==> config.mk <==
export PLATFORM = sky130hd
export DESIGN_NAME = paor_regs
export DESIGN_NICKNAME = d
export VERILOG_FILES = /design/src/rtl/paor_pkg.sv /design/src/rtl/paor_conv_if.sv /design/src/rtl/paor_xy_conv.sv /design/src/rtl/paor_regs.sv
export VERILOG_INCLUDE_DIRS = /design/src /design/src/rtl
export SDC_FILE = /design/constraint.sdc
export NUM_CORES = 2
export LEC_CHECK = 0
export BUFFER_PORTS_ARGS = -buffer_cell sky130_fd_sc_hd__buf_2
export CORE_ASPECT_RATIO = 1.4
export CORE_UTILIZATION = 60
export DETAILED_ROUTE_END_ITERATION = 7
export PLACE_DENSITY_LB_ADDON = 0.05
export SLEW_MARGIN = 20
export SYNTH_ARGS = -nofsm -noshare
export SYNTH_HDL_FRONTEND = slang
export SYNTH_HIERARCHICAL = 1
export SYNTH_SLANG_ARGS = --single-unit
==> constraint.sdc <==
create_clock -name clk_in -period 10.3 [get_ports clk_in]
set_input_delay 1.03 -clock clk_in [delete_from_list [all_inputs] [get_ports clk_in]]
set_output_delay 1.03 -clock clk_in [all_outputs]
set_load 0.02 [all_outputs]
==> src/rtl/paor_defs.svh <==
// constants for the pixel-array operand register block
`ifndef PAOR_DEFS_SVH
`define PAOR_DEFS_SVH
// register indices on the operand write/read port
`define PAOR_IDX_SRC_PITCH 3'h1
`define PAOR_IDX_DST_PTR 3'h2
`define PAOR_IDX_DST_PITCH 3'h3
`define PAOR_IDX_ORIGIN 3'h4
`define PAOR_IDX_WIN_FIRST 3'h5
`define PAOR_IDX_WIN_LAST 3'h6
`define PAOR_IDX_DIMS 3'h7
// xy field positions
`define PAOR_Y_HI 31
`define PAOR_Y_LO 16
`define PAOR_X_HI 15
`define PAOR_X_LO 0
// reset value of every operand register
`define PAOR_REG_RESET 32'h0000_0000
// pitch granularity, pixels in one word
`define PAOR_PITCH_ALIGN 32'h0000_0010
`endif

==> src/rtl/paor_pkg.sv <==
// types for the pixel-array operand register block
package paor_pkg;
  // operation requested by the instruction sequencer
  typedef enum logic [2:0] {
    PAOR_OP_NONE,
    PAOR_OP_XFER_LL,
    PAOR_OP_XFER_XY,
    PAOR_OP_FILL_L,
    PAOR_OP_WIN_COMMON,
    PAOR_OP_LINE
  } paor_op_t;
  typedef enum logic [2:0] {
    PAOR_ST_IDLE,
    PAOR_ST_CONVERT,
    PAOR_ST_RUN,
    PAOR_ST_CLIP,
    PAOR_ST_LINE
  } paor_state_t;
endpackage : paor_pkg

==> src/rtl/paor_conv_if.sv <==
// link between the register block and its xy-to-linear converter
`timescale 1ns/10ps
interface paor_conv_if;
  logic [31:0] xy;
  logic [31:0] base;
  logic [4:0] pitch_log2;
  logic [4:0] pix_log2;
  logic [31:0] linear;
  modport regs (output xy, output base, output pitch_log2, output pix_log2, input linear);
  modport conv (input xy, input base, input pitch_log2, input pix_log2, output linear);
endinterface : paor_conv_if

==> src/rtl/paor_xy_conv.sv <==
// xy-to-linear address converter for power-of-two pitches
`timescale 1ns/10ps
`include "paor_defs.svh"
module paor_xy_conv (
  paor_conv_if.conv port_in
);
  logic [31:0] yoff;
  logic [31:0] xoff;
  // linear = base + (y << log2 pitch) + (x << log2 pixel size)
  always_comb begin
    yoff = {16'h0000, port_in.xy[`PAOR_Y_HI:`PAOR_Y_LO]} << port_in.pitch_log2;
    xoff = {16'h0000, port_in.xy[`PAOR_X_HI:`PAOR_X_LO]} << port_in.pix_log2;
  end
  assign port_in.linear = port_in.base + yoff + xoff;
endmodule : paor_xy_conv

==> src/rtl/paor_regs.sv <==
// operand registers of the pixel-array engine with address update logic
`timescale 1ns/10ps
`include "paor_defs.svh"
module paor_regs (
  input wire logic clk_in,
  input wire logic nrst_in,
  // instruction register port
  input wire logic wr_en_in,
  input wire logic [2:0] wr_idx_in,
  input wire logic [31:0] wr_data_in,
  input wire logic [2:0] rd_idx_in,
  output logic [31:0] rd_data_out,
  // operation control from the sequencer
  input wire logic start_in,
  input wire paor_pkg::paor_op_t op_in,
  input wire logic corner_x_back_in,
  input wire logic corner_y_back_in,
  input wire logic [4:0] pix_log2_in,
  input wire logic screen_origin_select_in,
  input wire logic word_step_in,
  input wire logic [31:0] word_bits_in,
  input wire logic row_done_in,
  input wire logic interrupt_in,
  input wire logic line_step_in,
  input wire logic [31:0] line_next_xy_in,
  input wire logic line_end_in,
  // results to the engine
  output logic busy_out,
  output logic move_enable_out,
  output logic clip_overflow_out,
  output logic [31:0] dest_linear_out,
  output logic [31:0] src_row_step_out,
  output logic [31:0] dst_row_step_out,
  output logic src_xy_ok_out,
  output logic pitch_align_err_out,
  output logic done_out
);
  import paor_pkg::*;

  // ----------------------------------------------------------------
  // state
  // ----------------------------------------------------------------
  typedef struct packed {
    paor_state_t st;
    paor_op_t op;
    logic [31:0] source_row_pitch;
    logic [31:0] dest_array_pointer;
    logic [31:0] dest_row_pitch;
    logic [31:0] xy_origin_base;
    logic [31:0] clip_window_first_corner;
    logic [31:0] clip_window_last_corner;
    logic [31:0] array_dimensions;
    logic [31:0] row_start;
    logic [15:0] rows_left;
    logic overflow;
    logic move_en;
    logic align_err;
    logic done;
  } paor_state_s_t;

  // registered copy and the value it takes at the next edge
  paor_state_s_t cur;
  paor_state_s_t next_cur;

  // one converter serves the xy transfer, the only operation that converts
  paor_conv_if conv_link ();

  // ----------------------------------------------------------------
  // helpers
  // ----------------------------------------------------------------
  // log2 of a power of two; otherwise the index of the highest set bit, 0 for zero
  function automatic logic [4:0] paor_log2(input logic [31:0] v);
    logic [4:0] r;
    r = 5'h00;
    for (int i = 0; i < 32; i++) begin
      if (v[i]) begin
        r = 5'(i);
      end
    end
    return r;
  endfunction : paor_log2

  function automatic logic paor_is_pow2(input logic [31:0] v);
    return (v != 32'h0000_0000) && ((v & (v - 32'h0000_0001)) == 32'h0000_0000);
  endfunction : paor_is_pow2

  function automatic logic [15:0] paor_max16(input logic [15:0] a, input logic [15:0] b);
    return (a > b) ? a : b;
  endfunction : paor_max16

  function automatic logic [15:0] paor_min16(input logic [15:0] a, input logic [15:0] b);
    return (a < b) ? a : b;
  endfunction : paor_min16

  // x and y halves of an xy word
  function automatic logic [15:0] paor_xf(input logic [31:0] v);
    return v[`PAOR_X_HI:`PAOR_X_LO];
  endfunction : paor_xf

  function automatic logic [15:0] paor_yf(input logic [31:0] v);
    return v[`PAOR_Y_HI:`PAOR_Y_LO];
  endfunction : paor_yf

  // ----------------------------------------------------------------
  // conversion and clip arithmetic
  // ----------------------------------------------------------------
  // array, window and intersection corners
  logic [15:0] dx;
  logic [15:0] dy;
  logic [15:0] ax0;
  logic [15:0] ay0;
  logic [16:0] ax1;
  logic [16:0] ay1;
  logic [15:0] ix0;
  logic [15:0] iy0;
  logic [15:0] ix1;
  logic [15:0] iy1;
  logic hit;
  logic [31:0] corner_xy;
  logic zero_dims;

  // window corners read here and in the readback mux; in origin-select 0 first is upper left
  always_comb begin
    dx = paor_xf(cur.array_dimensions);
    dy = paor_yf(cur.array_dimensions);
    zero_dims = (dx == 16'h0000) || (dy == 16'h0000);
    ax0 = paor_xf(cur.dest_array_pointer);
    ay0 = paor_yf(cur.dest_array_pointer);
    ax1 = {1'b0, ax0} + {1'b0, dx} - 17'h0_0001;
    ay1 = {1'b0, ay0} + {1'b0, dy} - 17'h0_0001;
    // inclusive intersection of array and window
    ix0 = paor_max16(ax0, paor_xf(cur.clip_window_first_corner));
    iy0 = paor_max16(ay0, paor_yf(cur.clip_window_first_corner));
    ix1 = paor_min16(ax1[16] ? 16'hFFFF : ax1[15:0],
                     paor_xf(cur.clip_window_last_corner));
    iy1 = paor_min16(ay1[16] ? 16'hFFFF : ay1[15:0],
                     paor_yf(cur.clip_window_last_corner));
    hit = !zero_dims && (ix0 <= ix1) && (iy0 <= iy1);
    // starting corner chosen by the backward flags
    corner_xy[`PAOR_X_HI:`PAOR_X_LO] = corner_x_back_in ? ax1[15:0] : ax0;
    corner_xy[`PAOR_Y_HI:`PAOR_Y_LO] = corner_y_back_in ? ay1[15:0] : ay0;
  end

  // converter fed the corner-adjusted xy destination
  assign conv_link.xy = corner_xy;
  assign conv_link.base = cur.xy_origin_base;
  assign conv_link.pitch_log2 = paor_log2(cur.dest_row_pitch);
  assign conv_link.pix_log2 = pix_log2_in;

  paor_xy_conv u_conv (
    .port_in(conv_link.conv)
  );

  // ----------------------------------------------------------------
  // next-state logic
  // ----------------------------------------------------------------
  // one process so instruction writes and hardware updates never fight
  always_comb begin
    next_cur = cur;
    next_cur.done = 1'b0;
    // software loads through the register port while idle
    if (wr_en_in && cur.st == PAOR_ST_IDLE) begin
      unique case (wr_idx_in)
        `PAOR_IDX_SRC_PITCH: begin
          next_cur.source_row_pitch = wr_data_in;
        end
        `PAOR_IDX_DST_PTR: begin
          next_cur.dest_array_pointer = wr_data_in;
        end
        `PAOR_IDX_DST_PITCH: begin
          next_cur.dest_row_pitch = wr_data_in;
        end
        `PAOR_IDX_ORIGIN: begin
          next_cur.xy_origin_base = wr_data_in;
        end
        `PAOR_IDX_WIN_FIRST: begin
          next_cur.clip_window_first_corner = wr_data_in;
        end
        `PAOR_IDX_WIN_LAST: begin
          next_cur.clip_window_last_corner = wr_data_in;
        end
        `PAOR_IDX_DIMS: begin
          next_cur.array_dimensions = wr_data_in;
        end
        default: begin
          next_cur.source_row_pitch = cur.source_row_pitch;
        end
      endcase
    end

    // hardware updates; origin base and window corners never appear below
    unique case (cur.st)
      PAOR_ST_IDLE: begin
        if (start_in && op_in != PAOR_OP_NONE) begin
          next_cur.op = op_in;
          next_cur.rows_left = dy;
          next_cur.overflow = 1'b0;
          // a linear-linear transfer uses the pointer as given
          next_cur.align_err = (op_in == PAOR_OP_XFER_LL) &&
            ((cur.source_row_pitch[3:0] != 4'h0) ||
             (cur.dest_row_pitch[3:0] != 4'h0));
          // the operation decides the first busy state
          unique case (op_in)
            PAOR_OP_XFER_XY: begin
              next_cur.st = zero_dims ? PAOR_ST_IDLE : PAOR_ST_CONVERT;
              next_cur.done = zero_dims;
            end
            PAOR_OP_WIN_COMMON: begin
              next_cur.st = PAOR_ST_CLIP;
            end
            PAOR_OP_LINE: begin
              next_cur.st = PAOR_ST_LINE;
            end
            default: begin
              // linear destination stays linear, no corner adjustment
              next_cur.row_start = cur.dest_array_pointer;
              next_cur.st = zero_dims ? PAOR_ST_IDLE : PAOR_ST_RUN;
              next_cur.done = zero_dims;
            end
          endcase
        end
      end
      PAOR_ST_CONVERT: begin
        // pointer switches to linear form before any pixel moves
        next_cur.dest_array_pointer = conv_link.linear;
        next_cur.row_start = conv_link.linear;
        next_cur.st = PAOR_ST_RUN;
      end
      PAOR_ST_RUN: begin
        // interrupt ends the run ahead of any row step
        if (interrupt_in) begin
          // pointer is left at the next word to be read; a word read now still counts
          if (word_step_in) begin
            next_cur.dest_array_pointer = cur.dest_array_pointer + word_bits_in;
          end
          next_cur.st = PAOR_ST_IDLE;
        end else if (row_done_in) begin
          // step a whole row; one-row linear fill never uses the pitch
          if (cur.op == PAOR_OP_FILL_L && dy == 16'h0001) begin
            next_cur.dest_array_pointer = cur.dest_array_pointer;
          end else begin
            next_cur.row_start = cur.row_start + dst_row_step_out;
            next_cur.dest_array_pointer = cur.row_start + dst_row_step_out;
          end
          next_cur.rows_left = cur.rows_left - 16'h0001;
          if (cur.rows_left == 16'h0001) begin
            next_cur.st = PAOR_ST_IDLE;
            next_cur.done = 1'b1;
          end
        end else if (word_step_in) begin
          next_cur.dest_array_pointer = cur.dest_array_pointer + word_bits_in;
        end
      end
      PAOR_ST_CLIP: begin
        // common rectangle only: nothing is drawn
        if (hit) begin
          next_cur.dest_array_pointer = {iy0, ix0};
          // clipped size, both corners inclusive
          next_cur.array_dimensions = {16'(iy1 - iy0 + 16'h0001),
                                       16'(ix1 - ix0 + 16'h0001)};
          next_cur.overflow = 1'b1;
        end
        next_cur.st = PAOR_ST_IDLE;
        next_cur.done = 1'b1;
      end
      PAOR_ST_LINE: begin
        if (line_step_in) begin
          next_cur.dest_array_pointer = line_next_xy_in;
        end
        // an interrupt abandons the line without a completion pulse
        if (line_end_in || interrupt_in) begin
          next_cur.st = PAOR_ST_IDLE;
          next_cur.done = line_end_in;
        end
      end
      default: begin
        // unused state codes fall back to idle
        next_cur.st = PAOR_ST_IDLE;
      end
    endcase
    next_cur.move_en = (next_cur.st == PAOR_ST_RUN) || (next_cur.st == PAOR_ST_LINE);
  end

  // ----------------------------------------------------------------
  // state register
  // ----------------------------------------------------------------
  // origin base and window corners only change by explicit writes
  always_ff @(posedge clk_in or negedge nrst_in) begin
    if (!nrst_in) begin
      cur <= '0;
    end else begin
      cur <= next_cur;
    end
  end

  // ----------------------------------------------------------------
  // outputs
  // ----------------------------------------------------------------
  // readback mux; unmapped index reads zero
  always_comb begin
    unique case (rd_idx_in)
      `PAOR_IDX_SRC_PITCH: rd_data_out = cur.source_row_pitch;
      `PAOR_IDX_DST_PTR: rd_data_out = cur.dest_array_pointer;
      `PAOR_IDX_DST_PITCH: rd_data_out = cur.dest_row_pitch;
      `PAOR_IDX_ORIGIN: rd_data_out = cur.xy_origin_base;
      `PAOR_IDX_WIN_FIRST: rd_data_out = cur.clip_window_first_corner;
      `PAOR_IDX_WIN_LAST: rd_data_out = cur.clip_window_last_corner;
      `PAOR_IDX_DIMS: rd_data_out = cur.array_dimensions;
      default: rd_data_out = `PAOR_REG_RESET;
    endcase
  end

  // status straight from the state register
  assign busy_out = (cur.st != PAOR_ST_IDLE);
  assign move_enable_out = cur.move_en;
  assign clip_overflow_out = cur.overflow;
  // operand values handed to the engine
  assign dest_linear_out = cur.dest_array_pointer;
  assign src_row_step_out = cur.source_row_pitch;
  assign dst_row_step_out = cur.dest_row_pitch;
  // xy source needs a power-of-two pitch
  assign src_xy_ok_out = paor_is_pow2(cur.source_row_pitch) &&
                         !screen_origin_select_in;
  // error and completion flags come from flip-flops
  assign pitch_align_err_out = cur.align_err;
  assign done_out = cur.done;
endmodule : paor_regs

==> results.yml <==
logic_synthesis:
  synth-seq-area-share_pct: 22.19
  synth.area.top_cells: "dfrtp_1, ha_1, o21ai_0"
  synthFlopType: "dfrtp_1"
  ys.warnings.count: 6
  yosysTopAreaCell: "dfrtp_1"
  synth-edff-count: 0
  syn-num-nets: 4431
  netlist_area_mm2: 0.03181
  postSynthAreaPerCell_um2: 8.022
  netlist_instances: 3965
  synth_cell_types: 106
  synth-seq-cells: 282
  async_flop_share_pct: 100.0
  synth_top_area_share_pct: 22.19
timing:
  min_period_ps: 9192
  setup_viol: 0
  fin_worst_skew_ps: 28.67
  period_share_pct: 89.25
  max_freq_ghz: 0.1088
  finalHoldViolations: 0
  rsz0062_at_grt: "false"
  setup-tns-final_ps: 0
  drv_slew: 0
  relSlewSlack_pct: 11.96
  tightest_slew_ps: 1319
die:
  io_pins: 256
  design.core.area_mm2: 0.05227
  rows: 99
  die_y_um: 274.4
  die_area_mm2: 0.05395
  start_util_pct: 60.85
  die_w_um: 196.6
global_route:
  antenna_found_initial: 12
  grt_pass1_wl_um: 202200
  grt_pass1_vias: 30870
  grt_max_degree: 101
  overflow: 0
  track_usage_pct: 51.45
cells_and_area:
  num-fill-cells: 4671
  instances_no_fill: 4771
  fin_area_mm2: 0.03434
  areaGrowthSynthToFinish_pct: 7.966
  drive_gt1_share_pct: 15.38
  final_cell_mix: "nand2_1, o21ai_0, ha_1"
  final_common_cell: "nand2_1"
  fin_nets: 4499
clocking:
  numCtsBuffers: 34
  hold_buffers: 0
  cts_buffer_depth: 3
  post_cts_buffers: 0
  clk_pin_slew_worst_paths_ps: 70
  cts-resized-gates: 0
  root_buffer: "clkbuf_16"
  clock-sinks: 282
  cts_max_level: 2
  cts_tree: "yes"
  clk_latency_ps: 580
critical_path:
  timing.rr.start: "dest_linear_out[0]"
  max_stage_delay_ps: 860
  reg2reg_depth: 32
  path_max_fanout: 20
  crit_slowest_cell: "nor2b_1"
  cp.arrival_ps: 9660
  required_ps: 10760
  cp_top_family: "compound AO/OA/AOI/OAI gates"
  critPathLaunchType: "register"
  reg2reg_to: "dest_linear_out[30]"
  r2r_slack_ps: 1110
  cp_num_buf_inv: 3
  critPathCaptureType: "register"
  crit_type: "register to register"
route:
  drcViolationCount: 6
  drt_iter0_drc: 4804
  wirelength_um: 141800
  viasPerCell: 6.979
  post_drt_wl_per_cell_um: 29.71
  ant_nets: 0
  vias: 33300
  firstDrtPassIters: 8
place:
  place_area_mm2: 0.03310
  place_hpwl_um: 109300
  gp_congestion: 1.084
  port_buffers: 255
  dp.cells: 4703
status:
  status: "finished, violations left"
  failed_checks: "design-rule violations"
run:
  maxCapViolations: 0
min_path:
  min_path_cells: 2
  whs_endpoint: "pitch_align_err_out"
  worstHoldStart: "pitch_align_err_out"
  worstHoldPathType: "register to register"
## stage by stage
stage,hold slack (ps),setup WS [ps],utilization (%)
after floorplan,442.5,2796,-
after global placement,450.9,1463,63.33
after detailed placement,460.7,1318,63.33
after CTS,475.1,1231,65.56
after global routing,500.0,602.7,65.68
final,471.2,1108,65.69
## Yosys cell counts, types with 20 or more instances
cell type    n
nand2_1    404
o21ai_0    372
ha_1       305
inv_1      304
dfrtp_1    282
nor2_1     277
a21oi_1    270
clkbuf_1   164
mux2i_1    154
mux2_2     148
buf_4       97
xnor2_1     80
nor3_1      71
nand3_1     60
o22ai_1     59
a21o_1      56
a221oi_1    54
xor2_1      50
fa_1        39
a31oi_1     37
o211ai_1    36
a22oi_1     32
nand4_1     31
a211oi_1    30
nand2b_1    30
or3_1       28
nor2b_1     27
nor4_1      26
o31ai_1     25
buf_2       23
and2_1      22
a221o_1     20
and3_1      20
or2_2       20
## sequential cells by signal, indices dropped and copies added, names as in the netlist
signal / flops
dst_row_step_out: 32
dest_linear_out: 32
pitch_align_err_out: 1
move_enable_out: 1
clip_overflow_out: 1
done_out: 1
conv_link.base: 32
src_row_step_out: 32
cur: 150
## final cells by class
class	instances	area [µm²]	share of cell area, %
clock inverters	19	229.0	0.6668
clock buffers	41	938.4	2.733
diodes	7	17.52	0.05101
multi-input cells	3077	22180	64.59
flip-flops and latches	282	7057	20.55
well taps	707	884.6	2.576
repair buffers	331	1879	5.473
inverters	307	1152	3.356
## worst register-to-register path, delay by kind of cell (launching register included)
family,cells,cell delay [ps]
mux,1,360
xor+xnor,1,310
buf+inv,3,570
flops,1,520
compound gates,12,3190
simple gates,10,2630
fa+ha+maj,5,1500
## layer usage
| layer | up-vias | GRT usage, % | routed length [µm] |
|---|---|---|---|
| met5 | - | 0.3613 | 136 |
| met4 | 14 | 37.60 | 12250 |
| met3 | 688 | 16.61 | 20390 |
| met2 | 2670 | 76.11 | 59040 |
| met1 | 15480 | 62.63 | 49960 |
| li1 | 14450 | - | - |
## cell families after synthesis
family	share of synthesized area (%)
AO/OA/AOI/OAI	24.44
AND/OR/NAND/NOR	15.56
buffers and inverters	8.458
adder cells (fa/ha/maj)	14.58
multiplexers	11.13
flip-flops	22.19
XOR/XNOR	3.651
## worst max path at each step
stage	to	start	cells after the start
floorplan	cur[83]	dest_linear_out[17]	38
global placement	dest_linear_out[30]	dest_linear_out[21]	30
detailed placement	dest_linear_out[30]	dest_linear_out[21]	30
CTS	dest_linear_out[11]	dest_linear_out[0]	32
global route	dest_linear_out[30]	dest_linear_out[0]	32
finish	dest_linear_out[30]	dest_linear_out[0]	32
Power is not shown: default switching activity piles up to over one toggle a cycle in this logic, so the estimate is an artifact.
